## src/verilog/dpr_pkg.sv

```systemverilog
// constants and types for the host controller of one dual-port ram port
// assumes a single 125 MHz clock; pin timing held as ns figures below
// Notes on behaviour
// - write strobe high whenever address changes
// - array access: chip enable low, byte select, token high
// - token access: chip enable high, token select low
// - never drive data while device drives it
// - address valid before chip enable falls
// - token reads framed by their own select pulse
// - chip enable high through token write and read-back
`default_nettype none

package dpr_pkg;
   localparam int DPR_ADDR_W = 13;
   localparam int DPR_DATA_W = 16;
   localparam int DPR_CLK_NS = 8;
   // pin timing, ns, slowest speed grade assumed
   localparam int DPR_T_PULSE_NS = 40;
   localparam int DPR_T_ACCESS_NS = 55;
   localparam int DPR_T_RECOVER_NS = 20;
   localparam int DPR_SYNC_CYC = 3;
   localparam logic [7:0] DPR_PULSE_CYC =
      8'((DPR_T_PULSE_NS + DPR_CLK_NS - 1) / DPR_CLK_NS);
   localparam logic [7:0] DPR_READ_CYC =
      8'((DPR_T_ACCESS_NS + DPR_CLK_NS - 1) / DPR_CLK_NS + DPR_SYNC_CYC);
   localparam logic [7:0] DPR_RECOVER_CYC =
      8'((DPR_T_RECOVER_NS + DPR_CLK_NS - 1) / DPR_CLK_NS);
   localparam logic [1:0] DPR_BE_NONE = 2'h0;
   localparam int DPR_BE_UPPER = 1;
   localparam int DPR_BE_LOWER = 0;
   localparam int DPR_TOKEN_BIT = 0;

   typedef enum logic [1:0] {
      DPR_K_ARD = 2'h0,
      DPR_K_AWR = 2'h1,
      DPR_K_TREQ = 2'h2,
      DPR_K_TREL = 2'h3
   } dpr_kind_t;

   typedef enum logic [6:0] {
      DPR_S_IDLE = 7'h01,
      DPR_S_ADR = 7'h02,
      DPR_S_SEL = 7'h04,
      DPR_S_WRT = 7'h08,
      DPR_S_REL = 7'h10,
      DPR_S_RD = 7'h20,
      DPR_S_GAP = 7'h40
   } dpr_state_t;
endpackage : dpr_pkg

`default_nettype wire

```

## src/verilog/dpr_sync.sv

```systemverilog
// three-stage input synchroniser with per-bit agreement filter
// assumes inputs are asynchronous pins; reset is synchronous
`default_nettype none

module dpr_sync #(
   parameter int W = 1,
   parameter logic [W-1:0] RST_VAL = '0
) (
   // clock and reset
   input wire logic sys_clk,
   input wire logic sys_rst,
   // pins in, filtered level out
   input wire logic [W-1:0] d,
   output logic [W-1:0] q
);
   typedef struct packed {
      logic [W-1:0] s1;
      logic [W-1:0] s2;
      logic [W-1:0] s3;
      logic [W-1:0] q;
   } dpr_sync_t;

   dpr_sync_t r_reg;
   dpr_sync_t r_next;

   always_comb begin
      r_next = r_reg;
      r_next.s1 = d;
      r_next.s2 = r_reg.s1;
      r_next.s3 = r_reg.s2;
      // a bit moves only once stages two and three agree
      r_next.q = (r_reg.s2 & r_reg.s3) | (r_reg.q & (r_reg.s2 | r_reg.s3));
   end

   always_ff @(posedge sys_clk) begin
      if (sys_rst) begin
         r_reg <= {RST_VAL, RST_VAL, RST_VAL, RST_VAL};
      end else begin
         r_reg <= r_next;
      end
   end

   assign q = r_reg.q;
endmodule : dpr_sync

`default_nettype wire

```

## src/verilog/dpr_host.sv

```systemverilog
// host-side controller for one port of an asynchronous dual-port ram
// assumes the device is master (collision pin driven by it) and that
// the board resolves the shared data wire from ram_dq_oe
`default_nettype none

module dpr_host
   import dpr_pkg::*;
#(
   parameter int AW = dpr_pkg::DPR_ADDR_W,
   parameter int DW = dpr_pkg::DPR_DATA_W
) (
   // clock and reset
   input wire logic sys_clk,
   input wire logic sys_rst,
   // command side
   input wire logic cmd_valid,
   output logic cmd_ready,
   input wire dpr_pkg::dpr_kind_t cmd_kind,
   input wire logic [AW-1:0] cmd_addr,
   input wire logic [DW-1:0] cmd_wdata,
   input wire logic [1:0] cmd_be,
   // response side
   output logic rsp_valid,
   output logic [DW-1:0] rsp_rdata,
   output logic rsp_granted,
   output logic rsp_busy,
   output logic mbox_int,
   // device pins
   output logic [AW-1:0] ram_addr,
   output logic [DW-1:0] ram_dq_o,
   input wire logic [DW-1:0] ram_dq_i,
   output logic ram_dq_oe,
   output logic chip_enable_n,
   output logic token_select_n,
   output logic write_strobe_n,
   output logic output_enable_n,
   output logic upper_byte_select_n,
   output logic lower_byte_select_n,
   input wire logic collision_n,
   input wire logic mailbox_int_n
);
   import dpr_pkg::*;

   typedef struct packed {
      dpr_state_t st;
      dpr_kind_t kind;
      logic rdback;
      logic [1:0] be;
      logic [7:0] cnt;
      logic [AW-1:0] addr;
      logic [DW-1:0] dout;
      logic doe;
      logic ce_n;
      logic sem_n;
      logic rw_n;
      logic oe_n;
      logic upper_sel_n;
      logic lower_sel_n;
      logic mbox;
      logic cmd_ready;
      logic rsp_valid;
      logic [DW-1:0] rdata;
      logic granted;
      logic busy;
   } dpr_host_t;

   localparam dpr_host_t RST = '{st: DPR_S_IDLE, kind: DPR_K_ARD, rdback: 1'b0,
      be: 2'h0, cnt: 8'h00, addr: '0, dout: '0, doe: 1'b0, ce_n: 1'b1,
      sem_n: 1'b1, rw_n: 1'b1, oe_n: 1'b1, upper_sel_n: 1'b1, lower_sel_n: 1'b1,
      mbox: 1'b0, cmd_ready: 1'b1, rsp_valid: 1'b0, rdata: '0, granted: 1'b0, busy: 1'b0};

   dpr_host_t r_reg;
   dpr_host_t r_next;
   logic [DW+1:0] syn_q;
   logic busy_n_s;
   logic is_token;

   dpr_sync #(
      .W(DW + 2),
      .RST_VAL({2'h3, {DW{1'b0}}})
   ) u_sync (
      .sys_clk(sys_clk),
      .sys_rst(sys_rst),
      .d({collision_n, mailbox_int_n, ram_dq_i}),
      .q(syn_q)
   );

   assign busy_n_s = syn_q[DW+1];
   assign is_token = (r_reg.kind == DPR_K_TREQ) || (r_reg.kind == DPR_K_TREL);

   always_comb begin
      r_next = r_reg;
      r_next.rsp_valid = 1'b0;
      // extra flop so the flag output comes straight from a register
      r_next.mbox = !syn_q[DW];
      if (!r_reg.ce_n && !busy_n_s) begin
         r_next.busy = 1'b1;
      end
      case (r_reg.st)
         DPR_S_IDLE: begin
            if (cmd_valid && r_reg.cmd_ready) begin
               r_next.kind = cmd_kind;
               r_next.be = cmd_be;
               r_next.rdback = 1'b0;
               r_next.busy = 1'b0;
               r_next.granted = 1'b0;
               r_next.rdata = '0;
               if (cmd_kind == DPR_K_AWR && cmd_be == DPR_BE_NONE) begin
                  // nothing to write: answer at once
                  r_next.rsp_valid = 1'b1;
               end else begin
                  // address moves only here, strobe high and port idle
                  r_next.addr = cmd_addr;
                  r_next.cmd_ready = 1'b0;
                  r_next.st = DPR_S_ADR;
                  case (cmd_kind)
                     DPR_K_TREQ: r_next.dout = '0;
                     DPR_K_TREL: r_next.dout = '1;
                     default: r_next.dout = cmd_wdata;
                  endcase
               end
            end
         end
         DPR_S_ADR: begin
            // address has stood a full cycle before any select falls
            if (is_token) begin
               r_next.sem_n = 1'b0;
               r_next.lower_sel_n = r_reg.rdback;
            end else begin
               r_next.ce_n = 1'b0;
               r_next.upper_sel_n = !(r_reg.be[DPR_BE_UPPER] || r_reg.be == DPR_BE_NONE);
               r_next.lower_sel_n = !(r_reg.be[DPR_BE_LOWER] || r_reg.be == DPR_BE_NONE);
            end
            if (r_reg.kind == DPR_K_ARD || r_reg.rdback) begin
               r_next.oe_n = 1'b0;
               r_next.cnt = DPR_READ_CYC;
               r_next.st = DPR_S_RD;
            end else begin
               r_next.st = DPR_S_SEL;
            end
         end
         DPR_S_SEL: begin
            // hold an array write's strobe off while the device flags a clash
            if (busy_n_s || is_token) begin
               r_next.rw_n = 1'b0;
               r_next.doe = 1'b1;
               r_next.cnt = DPR_PULSE_CYC;
               r_next.st = DPR_S_WRT;
            end
         end
         DPR_S_WRT: begin
            if (r_reg.cnt == 8'h01) begin
               r_next.rw_n = 1'b1;
               r_next.st = DPR_S_REL;
            end else begin
               r_next.cnt = r_reg.cnt - 8'h01;
            end
         end
         DPR_S_REL: begin
            // data held one cycle past the strobe edge
            r_next.ce_n = 1'b1;
            r_next.sem_n = 1'b1;
            r_next.upper_sel_n = 1'b1;
            r_next.lower_sel_n = 1'b1;
            r_next.doe = 1'b0;
            r_next.cnt = DPR_RECOVER_CYC;
            r_next.st = DPR_S_GAP;
         end
         DPR_S_RD: begin
            if (r_reg.cnt == 8'h01) begin
               r_next.rdata = syn_q[DW-1:0];
               r_next.ce_n = 1'b1;
               r_next.sem_n = 1'b1;
               r_next.oe_n = 1'b1;
               r_next.upper_sel_n = 1'b1;
               r_next.lower_sel_n = 1'b1;
               r_next.cnt = DPR_RECOVER_CYC;
               r_next.st = DPR_S_GAP;
            end else begin
               r_next.cnt = r_reg.cnt - 8'h01;
            end
         end
         DPR_S_GAP: begin
            if (r_reg.cnt != 8'h01) begin
               r_next.cnt = r_reg.cnt - 8'h01;
            end else if (r_reg.kind == DPR_K_TREQ && !r_reg.rdback) begin
               r_next.rdback = 1'b1;
               r_next.st = DPR_S_ADR;
            end else begin
               r_next.granted = (r_reg.kind == DPR_K_TREQ) &&
                  !r_reg.rdata[DPR_TOKEN_BIT];
               r_next.rsp_valid = 1'b1;
               r_next.cmd_ready = 1'b1;
               r_next.st = DPR_S_IDLE;
            end
         end
         default: begin
            r_next = RST;
         end
      endcase
   end

   always_ff @(posedge sys_clk) begin
      if (sys_rst) begin
         r_reg <= RST;
      end else begin
         r_reg <= r_next;
      end
   end

   assign cmd_ready = r_reg.cmd_ready;
   assign rsp_valid = r_reg.rsp_valid;
   assign rsp_rdata = r_reg.rdata;
   assign rsp_granted = r_reg.granted;
   assign rsp_busy = r_reg.busy;
   assign mbox_int = r_reg.mbox;
   assign ram_addr = r_reg.addr;
   assign ram_dq_o = r_reg.dout;
   assign ram_dq_oe = r_reg.doe;
   assign chip_enable_n = r_reg.ce_n;
   assign token_select_n = r_reg.sem_n;
   assign write_strobe_n = r_reg.rw_n;
   assign output_enable_n = r_reg.oe_n;
   assign upper_byte_select_n = r_reg.upper_sel_n;
   assign lower_byte_select_n = r_reg.lower_sel_n;
endmodule : dpr_host

`default_nettype wire

```

## config.mk

```make
export PLATFORM = sky130hd
export DESIGN_NAME = dpr_host
export DESIGN_NICKNAME = d
export VERILOG_FILES = /design/src/verilog/dpr_pkg.sv /design/src/verilog/dpr_sync.sv /design/src/verilog/dpr_host.sv
export SDC_FILE = /design/constraint.sdc
export NUM_CORES = 1
export LEC_CHECK = 0
export BUFFER_PORTS_ARGS = -buffer_cell sky130_fd_sc_hd__buf_4
export CAP_MARGIN = 15
export CORE_MARGIN = 4
export CORE_UTILIZATION = 52
export DETAILED_ROUTE_END_ITERATION = 8
export PLACE_DENSITY = 0.79
export RECOVER_POWER = 50
export SYNTH_ARGS = -nofsm -noshare
export SYNTH_HDL_FRONTEND = slang
export SYNTH_SLANG_ARGS = --single-unit
```

## constraint.sdc

```tcl
create_clock -name sys_clk -period 2.08 [get_ports sys_clk]
set_input_delay 0.208 -clock sys_clk [delete_from_list [all_inputs] [get_ports sys_clk]]
set_output_delay 0.208 -clock sys_clk [all_outputs]
set_load 0.02 [all_outputs]
```

* Word level (Yosys, flattened, before mapping) *
Index checks and enable logic that the tools add are counted.

storage, ports and cells
  bits in registers = 149
  bits in latches = 0
  memory bits (writable) = 0
  memory bits (read-only) = 0
  bits of input ports = 54
  output and inout port bits = 57
  word-level logic and storage cells = 160
  memories = 0

cells by class
  $add $sub $neg = 1
  multiply operators = 0
  div/mod/pow operators = 0
  order comparisons = 0
  equality and inequality tests = 27
  shift operators = 0
  muxes and demuxes = 52
  bitwise logic cells = 13
  reductions and logical operators = 43

operators by type and width
  operator                                              count
  2-to-1 mux 29 bit                                     2
  one-hot mux 29 bit (2 select lines)                   1
  one-hot mux 8 bit (7 select lines)                    1
  one-hot mux 7 bit (7 select lines)                    1
  one-hot mux 16 bit (3 select lines)                   1
  2-to-1 mux 8 bit                                      5
  bitwise AND 18 bit                                    2
  OR 18 bit                                             2
  2-to-1 mux 7 bit                                      5
  one-hot mux 16 bit (2 select lines)                   1
  inequality test 2 bit (second input constant)         13
  OR reduction 5 bit                                    5
  2-to-1 mux 20 bit                                     1
  one-hot mux 2 bit (3 select lines)                    3
  AND reduction 3 bit                                   6
  2-to-1 mux 16 bit                                     1
  2-to-1 mux 1 bit                                      15
  2-to-1 mux 12 bit                                     1
  one-hot mux 1 bit (3 select lines)                    4
  AND reduction 5 bit                                   2
  NOT 1 bit                                             9
  equality test 2 bit (second input constant)           4
  equality test 8 x 1 -> 1 bit (second input constant)  1
  2-to-1 mux 2 bit                                      4
  25 further kinds                                      46

* Logic depth before layout (Yosys ltp) *
Gate-level depths: netlist (run 1).

  depth in word-level cells = 5
  mapped depth = 10
  depth with buffers taken out = 7

* By module *
From an unflattened synthesis (run 1), not the netlist that was laid out.

second synthesis, totals
  cells, all modules = 685
  area, all modules = 6,094.6 um2

modules (own cells, without submodules)
  module    instances  cells an instance  area each (um2)  sequential area each (um2)
  dpr_host  1          479                3,875.0          1,541.5
  dpr_sync  1          206                2,219.6          1,441.4

* Least setup slack after synthesis (run 1) *
Ideal clock, no wire load.

  path type = reg-to-reg
  from = register r_reg[59] (netlist bit)
  to = register r_reg (netlist bit output_enable_n)
  setup time = 0.114 ns
  arrival = 1.601 ns
  data required time = 1.966 ns
  slack = 0.365 ns
  cell stages (with the launch flop) = 6
  path buffers = 0
  clock period less this slack = 1.715 ns
  path through = dfxtp_1 > nor3_4 > and4b_4 > o21ai_4 > or4_4 > a21o_1

between the ends
  word-level cells in the longest chain between the ends = 3

RTL lines
  item                             line             RTL
  start: declaration               dpr_host.sv:72   dpr_host_t r_reg;
  start signal: assignment         dpr_host.sv:207  r_reg <= r_next;
  equality test 8 x 1 -> 1 bit     dpr_host.sv:170  if (r_reg.cnt == 8'h01) begin
  inequality test 2 bit (no line)  n/a
  AND reduction 3 bit (no line)    n/a

No other way between the ends.
A chain may end at the register's enable or synchronous reset.

* Worst setup path in the final report (run 1) *
  from = register r_reg[76] (netlist bit)
  to = register r_reg (netlist bit rsp_rdata[0])

between the ends
  word-level cells in the longest chain between the ends = 4
  elaborated cells between the ends (all ways) = 13
  those cells by class = eq/ne (9); mux (1); bitwise (1); reduce/logical (2)

RTL lines
  item                                         line            RTL
  equality test 7 bit (tied with other cells)  dpr_host.sv:99  case (r_reg.st)
  OR reduction 5 bit (no line)                 n/a
  NOT 1 bit (no line)                          n/a
  AND reduction 3 bit (no line)                n/a

Several ways; a longest one is shown, not always the timed one.

==> run_results.csv, run 1 <==
group,metric,value,unit
hold_path,holdPathEnd,"u_sync.r_next[37]",
timing,fin_crit_sh,95.7,%
timing,maxSlewViolCount,0,
timing,fin_crit,1.99,ns
setup_path,cp.arrival,2.34,ns
cts,clockBufferDepth,2,
cts,path_clk_slew,0.06,ns
synthesis,async_flop_share,0,%
cts,cts_tree,"done",
detailed_routing,drc,0,
setup_path,r2r_slack,0.09,ns
timing,hold_violations,0,
global_routing,grtUsageMet1,26.9,%
place,port_buffers,110,
synthesis,syn_area,6030,um2
layout,final_cell_mix,"dfxtp_1, buf_4, a21oi_1, nand2_1, o21ai_0",
hold_path,hold_path.class,"in -> reg",
global_routing,grt_pass1_vias,4623,
timing,setup_tns,0,ns
layout,nets,834,
global_routing,grt.met2_usage,33.2,%
synthesis,syn_inst,692,
place,gp_congestion,0.889,
synthesis,synth.avg_cell_area,8.72,um2
setup_path,end_kind,"flop",
floorplan,io-pin-count,111,
cts,clk_latency,0.42,ns
pwr,peakVddDrop,0.810,mV
layout,syn2layout_area_growth,22.8,%
synthesis,ys_top_cells_by_area,"dfxtp_1, a21oi_1, buf_4",
detailed_routing,vias_per_cell,5.33,
timing,fin_ws,0.0898,ns
setup_path,critPathMaxFanout,16,
synthesis,syn_nets,748,
layout,final_common_cell,"dfxtp_1",
detailed_routing,vias,4972,
detailed_routing,drt-total-wl,13700,um
synthesis,synth_top_flop_cell,"dfxtp_1",
pwr,power_leakage,2.97,nW
place,hpwl,9160,um
global_routing,grt_usage,20.9,%
cts,numClockSinks,149,
detailed_routing,drtPass1Iterations,5,
timing,finClkSkew,0.0101,ns
timing,grt_setup_unrepaired,"no",
cts,clk_root_buffer_cell,"clkbuf_16",
detailed_routing,wl_per_cell,14.7,um
global_routing,grt_remaining_overflow,0,
timing,setup_viol,0,
detailed_routing,drt_iter0_markers,427,
synthesis,ys_warn_count,0,
status,status,"finished clean",
floorplan,fp.dieH,116,um
global_routing,grtUsageMet3,5.43,%
synthesis,synth.largest_area_cell,"dfxtp_1",
place,pre_cts_slack,-0.126,ns
pwr,powerDensity,1300,nW/um2
global_routing,busiest_layer,"met2",
setup_path,r2r-end,"rsp_rdata[0]",
global_routing,grt_pass1_wl,22200,um
floorplan,initial_core_util,53.1,%
synthesis,synthDistinctLibCells,54,
layout,fin_util,65.2,%
synthesis,synth-seq-area-share,49.4,%
setup_path,reg2regPathDepth,7,
cts,cts_buffers,17,
setup_path,worstSetupPathType,"reg -> reg",
layout,diodes,0,
timing,worst_pin_slew,0.907,ns
timing,holdWs,0.0103,ns
job,max-cap-violations,0,
global_routing,antenna_found_initial,0,
hold_path,hold_start,"ram_dq_i[1]",
layout,largest_register_ff_count,36,
detailed_routing,ant_nets,0,
layout,drive_gt1_share,20.3,%
floorplan,row_count,39,
setup_path,critPathLaunchType,"flop",
synthesis,netlist.area_leader.share,49.4,%
cts,cts_max_level,4,
floorplan,die_w,116,um
synthesis,synth_edf_count,0,
hold_path,holdPathStages,2,
timing,slew_headroom,39.5,%
global_routing,grt_max_degree,42,
floorplan,core-area,11400,um2
synthesis,yosys_register_bits,149,
setup_path,cp.required,2.43,ns
timing,fmax,502,MHz
setup_path,worstReg2RegStart,"r_reg[76]",
floorplan,dieArea,13400,um2
[worst max-delay path: stages, from the launching register on]
cell and delay (ns):
dfxtp_1 0.40, nor3_2 0.35, nand2_1 0.17, nor2_1 0.47, nor3_4 0.07, buf_12 0.17, nand2b_1 0.15, a21oi_1 0.14
[cells by family after synthesis]
| logic type | share of synthesized area (%) |
|---|---|
| compound gates | 15.0 |
| xor+xnor | 0.580 |
| fa+ha+maj | 0.415 |
| buf+inv | 10.1 |
| flops | 49.4 |
| mux | 0.166 |
| simple gates | 24.3 |
[through the flow]
| step | power (mW) | cells | instance area, um2 |
|---|---|---|---|
| CTS | 9.63 | 931 | 7480 |
| global placement | 6.23 | 885 | 6700 |
| global route | 10.1 | 933 | 7410 |
| finish | 9.61 | 933 | 7410 |
| floorplan | 5.70 | 692 | 6030 |
| detailed placement | 6.30 | 885 | 6700 |
[cell usage after synthesis (all sizes together), types with 4 or more instances]
master	count
a21oi	78
and3	5
buf	62
clkbuf	20
dfxtp	149
inv	21
nand2	72
nand2b	17
nand3	58
nand4b	5
nor2	28
nor2b	52
nor3	12
o21ai	60
o21bai	6
or2	6
xor2	4
[area by class of cell]
| cell class | count | area [um2] |
|---|---|---|
| multi-input cells | 441 | 2470 |
| clock buffers | 18 | 439 |
| flip-flops and latches | 149 | 2980 |
| fillers | 943 | 3960 |
| repair buffers | 148 | 1070 |
| well taps | 143 | 179 |
| clock inverters | 13 | 195 |
| inverters | 21 | 78.8 |
[worst max-delay path by stage]
| stage | cells past startpoint | endpoint | from | slack, ns |
|---|---|---|---|---|
| after floorplan | 5 | output_enable_n | r_reg[59] | 0.36 |
| after global placement | 7 | ram_dq_o[3] | r_reg[76] | 0.03 |
| after detailed placement | 6 | rsp_rdata[13] | r_reg[59] | -0.13 |
| after CTS | 6 | rsp_rdata[10] | r_reg[76] | 0.05 |
| after global routing | 7 | rsp_rdata[0] | r_reg[76] | 0.007 |
| final | 7 | rsp_rdata[0] | r_reg[76] | 0.09 |
[metal layers]
metal / up-vias / wire length (um)
met5: - / 0
met4: 0 / 345
met3: 28 / 595
met2: 136 / 6700
met1: 2326 / 6080
li1: 2482 / -
[where the power goes]
part / internal, mW / switching, mW
combinational: 1.13 / 1.79
sequential: 3.19 / 0.227
clock: 2.05 / 1.22
[repair_timing]
action | in CTS | in global routing
endpoints found under the setup margin | 18 | 47
resized for setup | 1 | 2
hold buffers | 12 | 0
cloned | 1 | 0
setup buffers | 2 | 2
endpoints found under the hold margin | 12 | 0
pin swaps | 1 | 2
Note: power is estimated with default switching activity, not from simulation.
==> run 2: changes to the inputs <==
--- a/config.mk
+++ b/config.mk
@@ -5,6 +5,7 @@
 export SDC_FILE = /design/constraint.sdc
 export NUM_CORES = 1
 export LEC_CHECK = 0
+export ABC_AREA = 1
 export BUFFER_PORTS_ARGS = -buffer_cell sky130_fd_sc_hd__buf_4
 export CAP_MARGIN = 15
 export CORE_MARGIN = 4
==> run 2 against run 1 <==
  * The flow now finishes with violations (capacitance limit, slew limit)
  * Wire length up 5.4%
  * Clock power is essentially flat
  * Clock-buffer cell count increased by 3
  * First-iteration DRC count is 21% lower
  * Synthesized cell count rose by 29%
  * Critical path type unchanged
  * Critical endpoint is now ram_addr[4]
  * Largest cell class unchanged
  * Largest power group is now combinational logic
==> run_results.csv, run 2 <==
group,metric,value,unit
status,status,"finished with violations",
status,violations,"capacitance limit, slew limit",
global_routing,grt_remaining_overflow,0,
floorplan,dieArea,14200,um2
detailed_routing,drtPass1Iterations,5,
timing,fmax,552,MHz
cts,cts_tree,"done",
global_routing,grt_max_degree,96,
synthesis,synthMuxAreaShare,0,%
hold_path,holdPathEnd,"ram_addr[2]",
pwr,powerDensity,1390,nW/um2
timing,worst_pin_slew,1.87,ns
detailed_routing,drc,0,
layout,fin_util,64.2,%
timing,maxSlewViolCount,96,
floorplan,fp.dieH,119,um
synthesis,synth-seq-area-share,46.3,%
timing,fin_crit,1.81,ns
floorplan,core-area,12100,um2
synthesis,synthDistinctLibCells,33,
setup_path,critPathLaunchType,"flop",
layout,diodes,0,
timing,setup_tns,0,ns
floorplan,initial_core_util,53.5,%
layout,nets,1025,
setup_path,worstSetupPathType,"reg -> reg",
cts,cts_buffers,17,
timing,fin_ws,0.270,ns
synthesis,synth_xor_area_share,0.272,%
layout,fill_cells,1092,
synthesis,synth_top_family_by_area,"simple AND/OR/NAND/NOR gates",
setup_path,cp.required,2.29,ns
cts,cts_max_level,4,
synthesis,netlist.area_leader.share,46.3,%
floorplan,row_count,40,
detailed_routing,wl_per_cell,12.6,um
synthesis,yosys_register_bits,149,
timing,holdWs,0.0238,ns
global_routing,grt_pass1_vias,5271,
detailed_routing,ant_nets,0,
floorplan,die_w,119,um
timing,hold_violations,0,
place,pre_cts_slack,0.326,ns
synthesis,ys_warn_count,0,
layout,syn2layout_area_growth,20.1,%
detailed_routing,drt-met1-wl,6690,um
cts,cts.repair.resized,0,
setup_path,cp.arrival,2.02,ns
place,gp_congestion,0.964,
detailed_routing,vias,5526,
detailed_routing,vias_per_cell,4.81,
setup_path,end_kind,"flop",
detailed_routing,maxUsedRoutingLayer,"met4",
synthesis,synth_edf_count,0,
setup_path,r2r_slack,0.27,ns
timing,setup_viol,0,
layout,final_common_cell,"nand2_1",
setup_path,critPathMaxFanout,35,
setup_path,r2r-end,"ram_addr[4]",
detailed_routing,wl_met2,6460,um
timing,slew_headroom,-24.9,%
synthesis,yosys-top-cells-count,"nand2_1, nor2_1, dfxtp_1, inv_1, a21oi_1",
synthesis,async_flop_share,0,%
job,max-cap-violations,1,
synthesis,synth.most_common_cell,"nand2_1",
synthesis,ys_top_cells_by_area,"dfxtp_1, nand2_1, nor2_1",
cts,path_clk_slew,0.06,ns
synthesis,synth.largest_area_cell,"dfxtp_1",
hold_path,hold_start,"cmd_addr[2]",
setup_path,worstReg2RegStart,"r_reg[74]",
detailed_routing,drt_iter0_markers,339,
place,port_buffers,110,
cts,clockBufferDepth,2,
synthesis,syn_nets,948,
synthesis,synthAdderAreaFrac,0.388,%
layout,largest_register_ff_count,36,
global_routing,grt_usage,21.0,%
hold_path,holdPathStages,3,
layout,multi_input_area,2560,um2
global_routing,antenna_found_initial,0,
synthesis,synth.avg_cell_area,7.23,um2
timing,fin_crit_sh,87.0,%
global_routing,grt_pass1_wl,24700,um
timing,grt_setup_unrepaired,"no",
synthesis,syn_area,6450,um2
pwr,peakVddDrop,0.748,mV
synthesis,yosys.area_share.simple,29.6,%
cts,cts_setup_buffers,0,
detailed_routing,drt-total-wl,14500,um
synthesis,syn_inst,892,
layout,seq_area,2980,um2
layout,final_cell_mix,"nand2_1, nor2_1, dfxtp_1, inv_1, buf_4",
layout,drive_gt1_share,15.7,%
place,hpwl,9700,um
pwr,p_total,10.8,mW
cts,cts_hold_buf,18,
hold_path,hold_path.class,"in -> reg",
cts,clk_root_buffer_cell,"clkbuf_16",
floorplan,io-pin-count,111,
cts,numClockSinks,149,
cts,clk_latency,0.42,ns
setup_path,reg2regPathDepth,7,
synthesis,synth_top_flop_cell,"dfxtp_1",
timing,finClkSkew,0.00812,ns
synthesis,synth_compound_area_share,9.43,%
pwr,power_leakage,3.57,nW
detailed_routing,wl_met3,935,um
-- run 2: changes by cell type in the layout (fill, tap and decap cells not counted), moves of 7 or more --
| cell | previous run | this run |
|---|---|---|
| o21ai_0 | 57 | 29 |
| nor2_1 | 28 | 152 |
| nand2_1 | 72 | 195 |
| nand3_1 | 56 | 32 |
| nand2b_1 | 17 | 0 |
| nor2b_1 | 51 | 0 |
| inv_1 | 21 | 93 |
| nor2_2 | 0 | 7 |
| buf_4 | 98 | 87 |
| nand4_1 | 3 | 32 |
-- run 2: kinds of logic after synthesis --
logic type               count (synthesis)
XOR/XNOR                                 2
adder cells (fa/ha/maj)                  2
AO/OA/AOI/OAI                          116
flip-flops                             149
AND/OR/NAND/NOR                        442
buffers and inverters                  181
-- run 2: worst max path at each step --
stage           startpoint            end  slack [ns]  depth (start not counted)
2_1_floorplan    r_reg[58]  rsp_rdata[14]        0.64                         12
3_3_place_gp     r_reg[72]      r_reg[76]        0.35                         11
3_5_place_dp   cmd_kind[1]   ram_addr[11]        0.33                          9
4_1_cts          r_reg[76]   rsp_rdata[5]        0.31                         10
5_1_grt          r_reg[76]   rsp_rdata[9]        0.07                         10
6_report         r_reg[74]    ram_addr[4]        0.27                          7
-- run 2: critical path: stages (launching register included) --
cell	delay (ns)
dfxtp_1	0.41
inv_2	0.07
nand2_2	0.11
nor2_1	0.11
nor2_4	0.28
nand3_4	0.36
nand2_1	0.18
a21oi_1	0.08
-- run 2: final cells by class --
type                            count  share of cell area, %
Inverter                           99                   4.80
Tap cell                          168                   2.71
Sequential cell                   149                   38.5
Multi-Input combinational cell    562                   33.1
Clock buffer                       21                   5.94
Clock inverter                     11                   2.23
Timing Repair Buffer              140                   12.7
-- run 2: metal layers --
metal / global-route usage (%) / vias to the layer above
met3: 5.51 / 25
li1: - / 2911
met4: 8.95 / 0
met1: 28.2 / 2420
met2: 32.1 / 170
met5: 0 / -
-- run 2: through the flow --
step           area (um2)  std cells
2_1_floorplan        6450        892
3_3_place_gp         7080       1100
5_1_grt              7750       1150
4_1_cts              7890       1150
3_5_place_dp         7080       1100
6_report             7750       1150
-- run 2: power breakdown --
part,switching (mW),internal [mW]
Sequential,0.297,3.37
Clock,1.17,2.08
Combinational,2.53,1.30
Total,4.00,6.75
==> run 3: changes to the inputs <==
--- a/config.mk
+++ b/config.mk
@@ -16,3 +16,4 @@
 export SYNTH_ARGS = -nofsm -noshare
 export SYNTH_HDL_FRONTEND = slang
 export SYNTH_SLANG_ARGS = --single-unit
+export TNS_END_PERCENT = 1
==> constraint.sdc (replaced) <==
create_clock -name sys_clk -period 2.16 [get_ports sys_clk]
set_input_delay 0.216 -clock sys_clk [delete_from_list [all_inputs] [get_ports sys_clk]]
set_output_delay 0.216 -clock sys_clk [all_outputs]
set_load 0.02 [all_outputs]
==> run 3 against run 2 <==
  * The run still ends with capacitance limit, slew limit left
  * Die area stayed put
  * Combinational power is 6.5% lower
  * Final cell count decreased by 0.17%
  * Register-to-register slack better by 0.06 ns
  * Clock power shrank 13%
  * Core utilization decreased by 1.2 points
  * Sequential cell count unchanged
  * Critical endpoint is now r_reg[74]
  * Largest power group unchanged
  * Worst hold slack lost 0.013 ns
  * Setup slack improved by 0.056 ns
  * Clock-buffer cell count up 1
  * First-iteration DRC count up 5.0%
==> run_results.csv, run 3 (synthesis gave the netlist of run 2 again) <==
group,metric,value,unit
timing,grt_setup_unrepaired,"no",
layout,fill_cells,1103,
floorplan,row_count,40,
setup_path,critPathMaxFanout,27,
timing,maxSlewViolCount,96,
layout,diodes,0,
detailed_routing,drc,0,
pwr,p_clk_share,28.3,%
detailed_routing,vias,5549,
layout,nets,1023,
floorplan,core-area,12100,um2
cts,clk_root_buffer_cell,"clkbuf_16",
setup_path,cp_cell_sequence,"inv_1 -> nand2_1 -> nor2_1 -> nand2_1 -> buf_4 -> nor2_1 -> nand2_1 -> nand2_1 -> nor2_1 -> nand3_1 -> inv_1",
setup_path,worstSetupPathType,"reg -> reg",
global_routing,grt_max_degree,96,
timing,fin_crit_sh,84.9,%
floorplan,fp.dieH,119,um
setup_path,worstReg2RegStart,"r_reg[72]",
hold_path,hold_path.class,"in -> reg",
detailed_routing,vias_per_cell,4.83,
timing,setup_tns,0,ns
status,status,"finished with violations",
setup_path,reg2regPathDepth,11,
setup_path,r2r-end,"r_reg[74]",
cts,cts_tree,"done",
timing,slew_headroom,-26.1,%
setup_path,critPathMaxStageDelay,0.43,ns
place,dpl_cell_area,7060,um2
cts,cts_buffers,17,
layout,final_common_cell,"nand2_1",
floorplan,die_w,119,um
pwr,powerDensity,1310,nW/um2
setup_path,crit_slowest_cell,"dfxtp_1",
detailed_routing,ant_nets,0,
cts,clockBufferDepth,2,
timing,hold_violations,0,
global_routing,grt_remaining_overflow,0,
cts,path_clk_slew,0.06,ns
pwr,peakVddDrop,0.696,mV
cts,cts_max_level,4,
pwr,internal_power,6.07,mW
pwr,power_switching,3.88,mW
layout,syn2layout_area_growth,17.9,%
cts,cts.repair.resized,0,
pwr,power_leakage,3.46,nW
pwr,p_seq_share,35.5,%
pwr,switching_share,39.0,%
floorplan,initial_core_util,53.5,%
place,hpwl,9820,um
pwr,pwr-share-comb,36.1,%
place,gp_congestion,0.982,
setup_path,critPathLaunch,"r_reg[72]",
setup_path,crit_family,"simple AND/OR/NAND/NOR gates",
setup_path,crit_top_cell,"nand2_1",
hold_path,holdPathStages,3,
layout,final_cell_mix,"nand2_1, nor2_1, dfxtp_1, inv_1, a21oi_1",
hold_path,hold_start,"ram_dq_i[14]",
setup_path,crit_buf_inv,3,
job,max-cap-violations,1,
detailed_routing,drtPass1Iterations,5,
layout,drive_gt1_share,14.2,%
timing,fmax,545,MHz
setup_path,cp.arrival,2.19,ns
floorplan,io-pin-count,111,
timing,fin_crit,1.83,ns
layout,final_cell_area,7600,um2
detailed_routing,drt_iter0_markers,356,
setup_path,end_kind,"flop",
cts,numClockSinks,149,
setup_path,r2r_slack,0.33,ns
layout,largest_register_ff_count,36,
status,violations,"capacitance limit, slew limit",
hold_path,holdPathEnd,"u_sync.r_next[50]",
place,port_buffers,110,
detailed_routing,wl_per_cell,12.6,um
timing,finClkSkew,0.00769,ns
global_routing,grt_pass1_wl,24300,um
global_routing,grt_pass1_vias,5044,
setup_path,critPathLaunchType,"flop",
global_routing,grt_usage,20.8,%
timing,worst_pin_slew,1.89,ns
global_routing,antenna_found_initial,0,
setup_path,cp.required,2.52,ns
floorplan,dieArea,14200,um2
timing,setup_viol,0,
detailed_routing,drt-total-wl,14500,um
cts,clk_latency,0.41,ns
[run 3: cell types whose count changed in the layout (fill, tap and decap cells not counted), sizes merged]
cell	delta
clkbuf	+15
clkinvlp	+3
inv	+1
bufinv	-3
buf	-13
clkinv	-2
dlygate4sd3	-3
[run 3: metal layers]
layer	vias up	track usage (%)	wire length (um)
li1	2901	-	-
met1	2455	28.8	6890
met2	167	30.7	6370
met3	26	5.79	910
met4	0	8.38	334
met5	-	0	0
[run 3: how the worst max path moves through the flow]
stage	slack, ns	cells after the start	to
after floorplan	0.72	12	rsp_rdata[14]
after global placement	0.38	11	r_reg[71]
after detailed placement	0.36	9	ram_addr[2]
after CTS	0.32	12	rsp_rdata[12]
after global routing	0.12	9	r_reg[61]
final	0.33	11	r_reg[74]
[run 3: cell type report]
| type | count | area (um2) | area share [%] |
|---|---|---|---|
| well taps | 168 | 210 | 2.76 |
| multi-input cells | 562 | 2560 | 33.7 |
| repair buffers | 138 | 907 | 11.9 |
| flip-flops and latches | 149 | 2980 | 39.2 |
| clock buffers | 22 | 474 | 6.24 |
| clock inverters | 10 | 96.3 | 1.27 |
| inverters | 99 | 372 | 4.89 |
[run 3: stage by stage]
stage          util [%]  hold slack (ns)  total power, mW  setup WS, ns  cells
2_1_floorplan         -            0.320             6.73         0.716    892
3_3_place_gp       58.5            0.393             7.33         0.383   1101
3_5_place_dp       58.5            0.393             7.39         0.360   1101
4_1_cts            64.5          0.00170             10.2         0.318   1148
5_1_grt            63.0           0.0196             10.6         0.122   1148
6_report           63.0           0.0105             9.94         0.326   1148
[run 3: power by group through the flow]
stage	Clock [mW]	Sequential, mW	Combinational [mW]
finish	2.82	3.53	3.59
global route	3.00	3.60	4.05
CTS	2.86	3.54	3.84
detailed placement	0	3.59	3.80
global placement	0	3.59	3.74
floorplan	0	3.56	3.16
[run 3: repair_timing]
action,in CTS,in global routing
hold buffers,15,0
endpoints found under the hold margin,15,0
setup buffers,0,0
[run 3: worst reg2reg max path, delay by kind of cell (launching register included)]
| family | cells | cell delay [ns] |
|---|---|---|
| AND/OR/NAND/NOR | 8 | 0.90 |
| buffers and inverters | 3 | 0.47 |
| flip-flops | 1 | 0.43 |
